===== config.mk =====
export PLATFORM = sky130hd
export DESIGN_NAME = plc_regs
export DESIGN_NICKNAME = d
export VERILOG_FILES = /design/src/rtl/plc_pkg.sv /design/src/rtl/plc_regs.sv
export SDC_FILE = /design/constraint.sdc
export NUM_CORES = 1
export LEC_CHECK = 0
export BUFFER_PORTS_ARGS = -buffer_cell sky130_fd_sc_hd__buf_2
export CORE_UTILIZATION = 49
export DETAILED_ROUTE_END_ITERATION = 6
export PLACE_DENSITY = 0.85
export SYNTH_ARGS = -nofsm -noshare
export SYNTH_HDL_FRONTEND = slang
export SYNTH_SLANG_ARGS = --single-unit

===== constraint.sdc =====
create_clock -name pclk -period 3.1 [get_ports pclk]
set_input_delay 0 -clock pclk [delete_from_list [all_inputs] [get_ports pclk]]
set_output_delay 0 -clock pclk [all_outputs]
set_load 0.005 [all_outputs]

===== src/rtl/plc_pkg.sv =====
// Purpose: Shared constants for the synthesizer loop control register bank
// Assumes: APB with 32-bit data, pclk at 20 MHz
// Notes: Register indices are kept as printed; byte address is four times the index
package plc_pkg;
    // Bus geometry
    localparam int ADDR_W = 12;
    localparam int DATA_W = 32;
    // Register indices
    localparam logic [9:0] IDX_FILTER_ORDER = 10'h076;
    localparam logic [9:0] IDX_CAL_WAITS = 10'h077;
    localparam logic [9:0] IDX_BANDWIDTH = 10'h078;
    localparam logic [9:0] IDX_CAL_CONTROL = 10'h079;
    localparam logic [9:0] IDX_PUMP_WIDTH = 10'h083;
    // Field positions
    localparam int FILTER_ORDER_LSB = 0;
    localparam int OSC_SETTLE_LSB = 0;
    localparam int CLOSED_LOOP_SETTLE_LSB = 2;
    localparam int NARROW_BW_BIT = 0;
    localparam int PUMP_EXTEND_BIT = 7;
    localparam int CAL_START_BIT = 0;
    localparam int CAL_BUSY_BIT = 0;
    localparam int CAL_DONE_BIT = 1;
    // Values after reset
    localparam logic [2:0] FILTER_ORDER_RST = 3'h3;
    localparam logic [1:0] CLOSED_LOOP_SETTLE_RST = 2'h0;
    localparam logic [1:0] OSC_SETTLE_RST = 2'h1;
    localparam logic NARROW_BW_RST = 1'b0;
    localparam logic PUMP_EXTEND_RST = 1'b0;
    // Filter order codes
    localparam logic [2:0] FILTER_SECOND_ORDER = 3'h3;
    localparam logic [2:0] FILTER_THIRD_ORDER = 3'h7;
    // Clock and wait times
    localparam int CLK_PERIOD_NS = 50;
    localparam int LOOP_WAIT0_NS = 30000;
    localparam int LOOP_WAIT1_NS = 300000;
    localparam int LOOP_WAIT2_NS = 30000000;
    localparam int LOOP_WAIT3_NS = 300000000;
    localparam int OSC_WAIT0_NS = 20000;
    localparam int OSC_WAIT1_NS = 400000;
    localparam int OSC_WAIT2_NS = 8000000;
    localparam int OSC_WAIT3_NS = 200000000;
    // Least times round up to whole cycles
    localparam int LOOP_WAIT0_CYC = (LOOP_WAIT0_NS + CLK_PERIOD_NS - 1) / CLK_PERIOD_NS;
    localparam int LOOP_WAIT1_CYC = (LOOP_WAIT1_NS + CLK_PERIOD_NS - 1) / CLK_PERIOD_NS;
    localparam int LOOP_WAIT2_CYC = (LOOP_WAIT2_NS + CLK_PERIOD_NS - 1) / CLK_PERIOD_NS;
    localparam int LOOP_WAIT3_CYC = (LOOP_WAIT3_NS + CLK_PERIOD_NS - 1) / CLK_PERIOD_NS;
    localparam int OSC_WAIT0_CYC = (OSC_WAIT0_NS + CLK_PERIOD_NS - 1) / CLK_PERIOD_NS;
    localparam int OSC_WAIT1_CYC = (OSC_WAIT1_NS + CLK_PERIOD_NS - 1) / CLK_PERIOD_NS;
    localparam int OSC_WAIT2_CYC = (OSC_WAIT2_NS + CLK_PERIOD_NS - 1) / CLK_PERIOD_NS;
    localparam int OSC_WAIT3_CYC = (OSC_WAIT3_NS + CLK_PERIOD_NS - 1) / CLK_PERIOD_NS;
    // Calibration sequence states
    typedef enum logic [1:0] {CAL_IDLE, CAL_OSC_WAIT, CAL_LOOP_WAIT} plc_cal_state_t;
endpackage : plc_pkg


===== src/rtl/plc_regs.sv =====
// Purpose: APB register bank steering synthesizer loop controls and settle timing
// Assumes: Single clock pclk at 20 MHz, asynchronous active-low reset
// Notes: Long settle counts are parameters so a bench can shorten them
//
// Chosen here: the APB slave port.
`timescale 1ns/100ps
module plc_regs
    import plc_pkg::*;
#(
    parameter int LOOP_WAIT1_CYCLES = LOOP_WAIT1_CYC,
    parameter int LOOP_WAIT2_CYCLES = LOOP_WAIT2_CYC,
    parameter int LOOP_WAIT3_CYCLES = LOOP_WAIT3_CYC,
    parameter int OSC_WAIT1_CYCLES = OSC_WAIT1_CYC,
    parameter int OSC_WAIT2_CYCLES = OSC_WAIT2_CYC,
    parameter int OSC_WAIT3_CYCLES = OSC_WAIT3_CYC
)
(
    // Clock and reset
    input wire logic pclk,
    input wire logic presetn,
    // APB slave
    input wire logic psel,
    input wire logic penable,
    input wire logic pwrite,
    input wire logic [ADDR_W-1:0] paddr,
    input wire logic [DATA_W-1:0] pwdata,
    output logic [DATA_W-1:0] prdata,
    output logic pready,
    output logic pslverr,
    // Analog loop controls
    output logic [2:0] synth_a_filter_order_sel,
    output logic synth_a_narrow_bandwidth,
    output logic synth_b_pump_width_extend,
    // Settle sequence status
    output logic cal_busy
);

    // A zero count would underflow the down-counter and stall the sequence for ages
    if (LOOP_WAIT1_CYCLES < 1 || LOOP_WAIT2_CYCLES < 1 || LOOP_WAIT3_CYCLES < 1 ||
        OSC_WAIT1_CYCLES < 1 || OSC_WAIT2_CYCLES < 1 || OSC_WAIT3_CYCLES < 1)
    begin : g_wait_check
        $error("plc_regs: wait counts must be at least one cycle");
    end

    ////////////////////////////////////////////////////////////////////////////////////////
    // Bus decode

    logic [9:0] idx;
    logic setup;
    logic wr_en;
    logic hit;
    assign idx = paddr[11:2];
    assign setup = psel && !penable;
    assign wr_en = psel && penable && pwrite && pready;
    assign hit = (idx == IDX_FILTER_ORDER) || (idx == IDX_CAL_WAITS) ||
                 (idx == IDX_BANDWIDTH) || (idx == IDX_CAL_CONTROL) ||
                 (idx == IDX_PUMP_WIDTH);

    ////////////////////////////////////////////////////////////////////////////////////////
    // Control registers

    logic [1:0] closed_loop_settle;
    logic [1:0] osc_settle;
    logic [2:0] next_filter_order;
    logic [1:0] next_closed_loop_settle;
    logic [1:0] next_osc_settle;
    logic next_narrow_bw;
    logic next_pump_extend;
    logic cal_start;

    always_comb
    begin
        next_filter_order = synth_a_filter_order_sel;
        next_closed_loop_settle = closed_loop_settle;
        next_osc_settle = osc_settle;
        next_narrow_bw = synth_a_narrow_bandwidth;
        next_pump_extend = synth_b_pump_width_extend;
        cal_start = 1'b0;
        if (wr_en)
        begin
            // Only defined field bits are stored; reserved bits are dropped
            case (idx)
                IDX_FILTER_ORDER: next_filter_order = pwdata[FILTER_ORDER_LSB +: 3];
                IDX_CAL_WAITS:
                begin
                    next_closed_loop_settle = pwdata[CLOSED_LOOP_SETTLE_LSB +: 2];
                    next_osc_settle = pwdata[OSC_SETTLE_LSB +: 2];
                end
                IDX_BANDWIDTH: next_narrow_bw = pwdata[NARROW_BW_BIT];
                IDX_PUMP_WIDTH: next_pump_extend = pwdata[PUMP_EXTEND_BIT];
                IDX_CAL_CONTROL: cal_start = pwdata[CAL_START_BIT];
                default: cal_start = 1'b0;
            endcase
        end
    end

    always_ff @(posedge pclk or negedge presetn)
    begin
        if (!presetn)
        begin
            synth_a_filter_order_sel <= FILTER_ORDER_RST;
            closed_loop_settle <= CLOSED_LOOP_SETTLE_RST;
            osc_settle <= OSC_SETTLE_RST;
            synth_a_narrow_bandwidth <= NARROW_BW_RST;
            synth_b_pump_width_extend <= PUMP_EXTEND_RST;
        end
        else
        begin
            synth_a_filter_order_sel <= next_filter_order;
            closed_loop_settle <= next_closed_loop_settle;
            osc_settle <= next_osc_settle;
            synth_a_narrow_bandwidth <= next_narrow_bw;
            synth_b_pump_width_extend <= next_pump_extend;
        end
    end

    ////////////////////////////////////////////////////////////////////////////////////////
    // Settle sequence: oscillator wait, then closed-loop wait

    function automatic logic [31:0] loop_cycles(input logic [1:0] code);
        case (code)
            2'h0: loop_cycles = 32'(LOOP_WAIT0_CYC);
            2'h1: loop_cycles = 32'(LOOP_WAIT1_CYCLES);
            2'h2: loop_cycles = 32'(LOOP_WAIT2_CYCLES);
            default: loop_cycles = 32'(LOOP_WAIT3_CYCLES);
        endcase
    endfunction : loop_cycles

    function automatic logic [31:0] osc_cycles(input logic [1:0] code);
        case (code)
            2'h0: osc_cycles = 32'(OSC_WAIT0_CYC);
            2'h1: osc_cycles = 32'(OSC_WAIT1_CYCLES);
            2'h2: osc_cycles = 32'(OSC_WAIT2_CYCLES);
            default: osc_cycles = 32'(OSC_WAIT3_CYCLES);
        endcase
    endfunction : osc_cycles

    plc_cal_state_t state;
    plc_cal_state_t next_state;
    logic [31:0] cnt;
    logic [31:0] next_cnt;
    logic [1:0] loop_code;
    logic [1:0] next_loop_code;
    logic cal_done;
    logic next_cal_done;

    // Codes are latched at start so a rewrite mid-sequence cannot shorten a wait
    always_comb
    begin
        next_state = state;
        next_cnt = cnt;
        next_loop_code = loop_code;
        next_cal_done = cal_done;
        case (state)
            CAL_IDLE:
            begin
                if (cal_start)
                begin
                    next_state = CAL_OSC_WAIT;
                    next_cnt = osc_cycles(osc_settle) - 32'h00000001;
                    next_loop_code = closed_loop_settle;
                    next_cal_done = 1'b0;
                end
            end
            CAL_OSC_WAIT:
            begin
                if (cnt == 32'h00000000)
                begin
                    next_state = CAL_LOOP_WAIT;
                    next_cnt = loop_cycles(loop_code) - 32'h00000001;
                end
                else
                begin
                    next_cnt = cnt - 32'h00000001;
                end
            end
            CAL_LOOP_WAIT:
            begin
                if (cnt == 32'h00000000)
                begin
                    next_state = CAL_IDLE;
                    next_cal_done = 1'b1;
                end
                else
                begin
                    next_cnt = cnt - 32'h00000001;
                end
            end
            default: next_state = CAL_IDLE;
        endcase
    end

    always_ff @(posedge pclk or negedge presetn)
    begin
        if (!presetn)
        begin
            state <= CAL_IDLE;
            cnt <= 32'h00000000;
            loop_code <= CLOSED_LOOP_SETTLE_RST;
            cal_done <= 1'b0;
            cal_busy <= 1'b0;
        end
        else
        begin
            state <= next_state;
            cnt <= next_cnt;
            loop_code <= next_loop_code;
            cal_done <= next_cal_done;
            cal_busy <= (next_state != CAL_IDLE);
        end
    end

    ////////////////////////////////////////////////////////////////////////////////////////
    // Read path, answered with no wait state

    logic [DATA_W-1:0] rd_mux;
    always_comb
    begin
        rd_mux = '0;
        case (idx)
            IDX_FILTER_ORDER: rd_mux[FILTER_ORDER_LSB +: 3] = synth_a_filter_order_sel;
            IDX_CAL_WAITS:
            begin
                rd_mux[CLOSED_LOOP_SETTLE_LSB +: 2] = closed_loop_settle;
                rd_mux[OSC_SETTLE_LSB +: 2] = osc_settle;
            end
            IDX_BANDWIDTH: rd_mux[NARROW_BW_BIT] = synth_a_narrow_bandwidth;
            IDX_PUMP_WIDTH: rd_mux[PUMP_EXTEND_BIT] = synth_b_pump_width_extend;
            IDX_CAL_CONTROL:
            begin
                rd_mux[CAL_BUSY_BIT] = cal_busy;
                rd_mux[CAL_DONE_BIT] = cal_done;
            end
            default: rd_mux = '0;
        endcase
    end

    always_ff @(posedge pclk or negedge presetn)
    begin
        if (!presetn)
        begin
            prdata <= '0;
            pready <= 1'b0;
            pslverr <= 1'b0;
        end
        else
        begin
            prdata <= (setup && !pwrite) ? rd_mux : '0;
            pready <= setup;
            pslverr <= setup && !hit;
        end
    end

    ////////////////////////////////////////////////////////////////////////////////////////
    // Checks

    logic first_cyc;
    logic [31:0] osc_run;
    logic [31:0] loop_run;
    logic [1:0] osc_code_seen;
    always_ff @(posedge pclk or negedge presetn)
    begin
        if (!presetn)
        begin
            first_cyc <= 1'b1;
            osc_run <= 32'h00000000;
            loop_run <= 32'h00000000;
            osc_code_seen <= 2'h0;
        end
        else
        begin
            first_cyc <= 1'b0;
            osc_run <= (state == CAL_OSC_WAIT) ? osc_run + 32'h00000001 : 32'h00000000;
            loop_run <= (state == CAL_LOOP_WAIT) ? loop_run + 32'h00000001 : 32'h00000000;
            if (cal_start && state == CAL_IDLE)
            begin
                osc_code_seen <= osc_settle;
            end
        end
    end

    property p_filter_write;
        @(posedge pclk) disable iff (!presetn)
        wr_en && idx == IDX_FILTER_ORDER |=> synth_a_filter_order_sel == $past(pwdata[2:0]);
    endproperty
    a_filter_write: assert property (p_filter_write) else $error("filter order lost");

    property p_loop_wait;
        @(posedge pclk) disable iff (!presetn)
        state == CAL_LOOP_WAIT && next_state == CAL_IDLE |->
            loop_run + 32'h00000001 == loop_cycles(loop_code);
    endproperty
    a_loop_wait: assert property (p_loop_wait) else $error("loop wait length wrong");

    property p_osc_wait;
        @(posedge pclk) disable iff (!presetn)
        state == CAL_OSC_WAIT && next_state == CAL_LOOP_WAIT |->
            osc_run + 32'h00000001 == osc_cycles(osc_code_seen);
    endproperty
    a_osc_wait: assert property (p_osc_wait) else $error("oscillator wait length wrong");

    property p_reset_vals;
        @(posedge pclk) disable iff (!presetn)
        first_cyc |-> synth_a_filter_order_sel == 3'h3 && closed_loop_settle == 2'h0 &&
            osc_settle == 2'h1;
    endproperty
    a_reset_vals: assert property (p_reset_vals) else $error("reset values wrong");

    property p_bw_write;
        @(posedge pclk) disable iff (!presetn)
        wr_en && idx == IDX_BANDWIDTH |=> synth_a_narrow_bandwidth == $past(pwdata[0]) && !pready;
    endproperty
    a_bw_write: assert property (p_bw_write) else $error("bandwidth bit not stored");

    property p_pump_write;
        @(posedge pclk) disable iff (!presetn)
        wr_en && idx == IDX_PUMP_WIDTH |=> synth_b_pump_width_extend == $past(pwdata[7]);
    endproperty
    a_pump_write: assert property (p_pump_write) else $error("pump width bit not stored");

    property p_reserved_zero;
        @(posedge pclk) disable iff (!presetn)
        setup && !pwrite && idx == IDX_FILTER_ORDER |=> pready && prdata[31:3] == 29'h0000000;
    endproperty
    a_reserved_zero: assert property (p_reserved_zero) else $error("reserved bits set");

endmodule : plc_regs


==> results.sh <==
export IMPL_min_period_ns=3.002
export IMPL_rsz0062_at_grt="no"
export IMPL_hold_viol=0
export IMPL_path_class="register to register"
export IMPL_drt_iter0_markers=298
export IMPL_avgSynthCellArea_sq_um=9.045
export IMPL_first_pass_iters=5
export IMPL_start_kind="register"
export IMPL_skew_ns=0.006945
export IMPL_yosys_warnings=0
export IMPL_max_freq_mhz=333.1
export IMPL_synth_edf_count=0
export IMPL_route_vias_total=3305
export IMPL_layout_drive_gt1_share=0.2027
export IMPL_cts_root_buf="clkbuf_8"
export IMPL_power_total_mw=1.210
export IMPL_dpl_hpwl_um=6489
export IMPL_synth_sequential_area_ratio=0.3774
export IMPL_critPathRequiredTime_ns=3.31
export IMPL_wl_um=8917
export IMPL_grt_usage=0.2519
export IMPL_synth_ff_type="dfrtp_1"
export IMPL_worstMarginPinSlew_ns=0.7859
export IMPL_p_per_area_nw_per_um2=297.9
export IMPL_post_cts_buffers=0
export IMPL_grt_overflow=0
export IMPL_synth_cells=397
export IMPL_dp_slack_ns=0.08282
export IMPL_combinationalPowerShare=0.081
export IMPL_seqPwrFrac=0.594
export IMPL_status="complete, no violations"
export IMPL_core_area_sq_um=6944
export IMPL_clock_latency_ns=0.31
export IMPL_grt_pass1_vias=3263
export IMPL_max_cap_violations=0
export IMPL_post_route_drc_count=0
export IMPL_setup_ws_ns=0.09793
export IMPL_cell_internal_pwr_mw=0.9095
export IMPL_grt_pass1_wl_um=15160
export IMPL_num_rows=30
export IMPL_drv_slew=0
export IMPL_synthDistinctLibCells=60
export IMPL_clkPwrFrac=0.325
export IMPL_die_area_sq_um=7675
export IMPL_register_area_sq_um=1355
export IMPL_synth_seq_cells=54
export IMPL_fp_dieH_um=87.61
export IMPL_min_path_type="primary input to register"
export IMPL_setup_viol=0
export IMPL_cts_buffer_depth=2
export IMPL_via_per_inst=6.064
export IMPL_power_leakage_nw=1.883
export IMPL_diodes=0
export IMPL_power_net_switching_mw=0.3005
export IMPL_place_gp_congestion=0.9372
export IMPL_start_util=0.5171
export IMPL_finalCritPeriodShare=0.9684
export IMPL_ios=89
export IMPL_end_kind="register"
export IMPL_final_nets=508
export IMPL_arrival_ns=3.21
export IMPL_port_buffers=32
export IMPL_fillerInstances=606
export IMPL_peakVddDrop_v=0.0002511
export IMPL_area_growth_pct=13.10
export IMPL_switching_share=0.2484
export IMPL_path_clk_slew_ns=0.10
export IMPL_async_reset_ff_frac=1.000
export IMPL_die_w_um=87.61
export IMPL_numCtsBuffers=5
export IMPL_fin_tns_setup_ns=0
export IMPL_antenna_left=0
export IMPL_grt_max_degree=32
export IMPL_clock_sinks=54
export IMPL_htreeDepth=2
export IMPL_crit_path_max_fanout=6
export IMPL_grt_antenna_before_repair=0
export IMPL_tritoncts="done"
export IMPL_syn_cell_area_sq_um=3591
export IMPL_wl_per_cell_um=16.36
export IMPL_max_slew_margin=0.4712
export IMPL_multiInputGateArea_sq_um=2031
-- power groups by stage --
stage          logic [mW]  clock network, mW  registers (mW)
5_1_grt             0.110              0.427           0.720
6_report           0.0980              0.394           0.718
4_1_cts            0.0970              0.404           0.718
3_5_place_dp       0.0881                  0           0.732
2_1_floorplan      0.0666                  0           0.730
3_3_place_gp       0.0864                  0           0.731
-- cell usage in the layout, fill, tap and decap left out, types with 11 or more instances in the layout --
cell type  instances
buf_4             20
conb_1            27
inv_1             11
dfrtp_1           51
nor3_1            13
nor2_1            29
nand2_1           30
o21ai_0           24
nor4_1            18
buf_2             32
a21oi_1           19
a22o_1            11
a31oi_1           12
-- critical path, cell delays in order (launching register included) --
cell and delay, ns:
dfrtp_1 0.41, inv_1 0.12, ha_4 0.16, or4b_4 0.47, or4_4 0.56, or4_4 0.52
o41ai_4 0.29, o211ai_1 0.12, a22o_1 0.25
-- routing by layer --
metal,up-vias,GRT usage,part of all wire
li1,1530,-,-
met1,1616,0.3287,0.43
met2,146,0.4148,0.49
met3,13,0.05184,0.066
met4,0,0.09389,0.014
met5,-,0,0
-- cells by family (layout without fill, tap and decap cells) --
logic type	count (synthesis)	after routing	synth area share
adders and majority gates	11	11	0.03833
buffers and inverters	57	83	0.09303
other	1	27	0.001044
DFF	54	54	0.3774
AOI/OAI and AO/OA	102	102	0.1955
xor gates and xnor gates	4	4	0.009758
and+or+nand+nor	155	155	0.2453
muxes	13	13	0.03972
-- state kept, by name (all words and copies together), names as in the netlist, 2 cells and up --
register                  flops
closed_loop_settle            2
state                         2
loop_code                     2
prdata                        5
cnt                          32
synth_a_filter_order_sel      3
osc_settle                    2
-- layout make-up --
cell class	instances	area share
clock buffers	6	0.01787
clock inverters	2	0.003389
multi-input cells	312	0.5000
repair buffers	62	0.1035
well taps	96	0.02957
flip-flops and latches	54	0.3336
inverters	13	0.01201
-- metrics by stage --
step / cells / utilization / hold slack [ns] / area, sq um
floorplan: 423 / - / -0.2956 / 3689
global placement: 528 / 0.5555 / 0.01787 / 3857
detailed placement: 528 / 0.5555 / 0.01656 / 3857
CTS: 545 / 0.5809 / 0.01908 / 4034
global route: 545 / 0.5849 / 0.03303 / 4061
finish: 545 / 0.5849 / 0.03689 / 4061
-- path summary, 6_finish.rpt --
kind	startpoint	endpoint	slack, ns	depth (start not counted)
max in group asynchronous	presetn	osc_settle[0]	2.08	3
worst min-delay path	penable	pready	0.04	3
min in group asynchronous	presetn	cnt[10]	0.20	2
worst max-delay path	cnt[1]	cnt[3]	0.1	8
worst max register to register	cnt[1]	cnt[3]	0.1	8
worst min register to register	cnt[24]	cnt[24]	0.50	1
-- repair_timing --
action	in CTS	in global routing
setup endpoints to repair	0	3
hold endpoints to repair	35	0
hold buffers	9	0
gates resized for setup	0	5
-- synth_stat cells (2+ instances only) --
cell | number | area share
a211o_1 | 2 | 0.0049
a211oi_1 | 3 | 0.0063
a21o_1 | 4 | 0.0084
a21oi_1 | 20 | 0.028
a22o_1 | 11 | 0.027
a31oi_1 | 12 | 0.021
a32o_1 | 2 | 0.0056
and3_1 | 6 | 0.010
buf_1 | 2 | 0.0021
buf_2 | 3 | 0.0042
buf_4 | 27 | 0.056
buf_6 | 2 | 0.0063
clkbuf_1 | 10 | 0.010
dfrtp_1 | 51 | 0.36
dfstp_2 | 3 | 0.022
ha_1 | 11 | 0.038
inv_1 | 12 | 0.013
mux2_2 | 10 | 0.031
mux2i_1 | 3 | 0.0084
nand2_1 | 30 | 0.031
nand2b_1 | 6 | 0.010
nand3_1 | 7 | 0.0098
nand3b_1 | 3 | 0.0063
nand4_1 | 4 | 0.0070
nor2_1 | 29 | 0.030
nor2b_1 | 3 | 0.0052
nor3_1 | 13 | 0.018
nor4_1 | 18 | 0.031
nor4_4 | 2 | 0.012
nor4b_1 | 4 | 0.0098
o21ai_0 | 24 | 0.033
o22ai_1 | 4 | 0.0070
o2bb2ai_1 | 3 | 0.0073
o31a_1 | 3 | 0.0073
o31ai_1 | 4 | 0.0084
o32a_1 | 2 | 0.0056
or2_2 | 6 | 0.010
or3_1 | 6 | 0.010
or4_1 | 8 | 0.017
or4_4 | 2 | 0.0063
xnor2_1 | 3 | 0.0073
(Power assumes the default switching activity.)
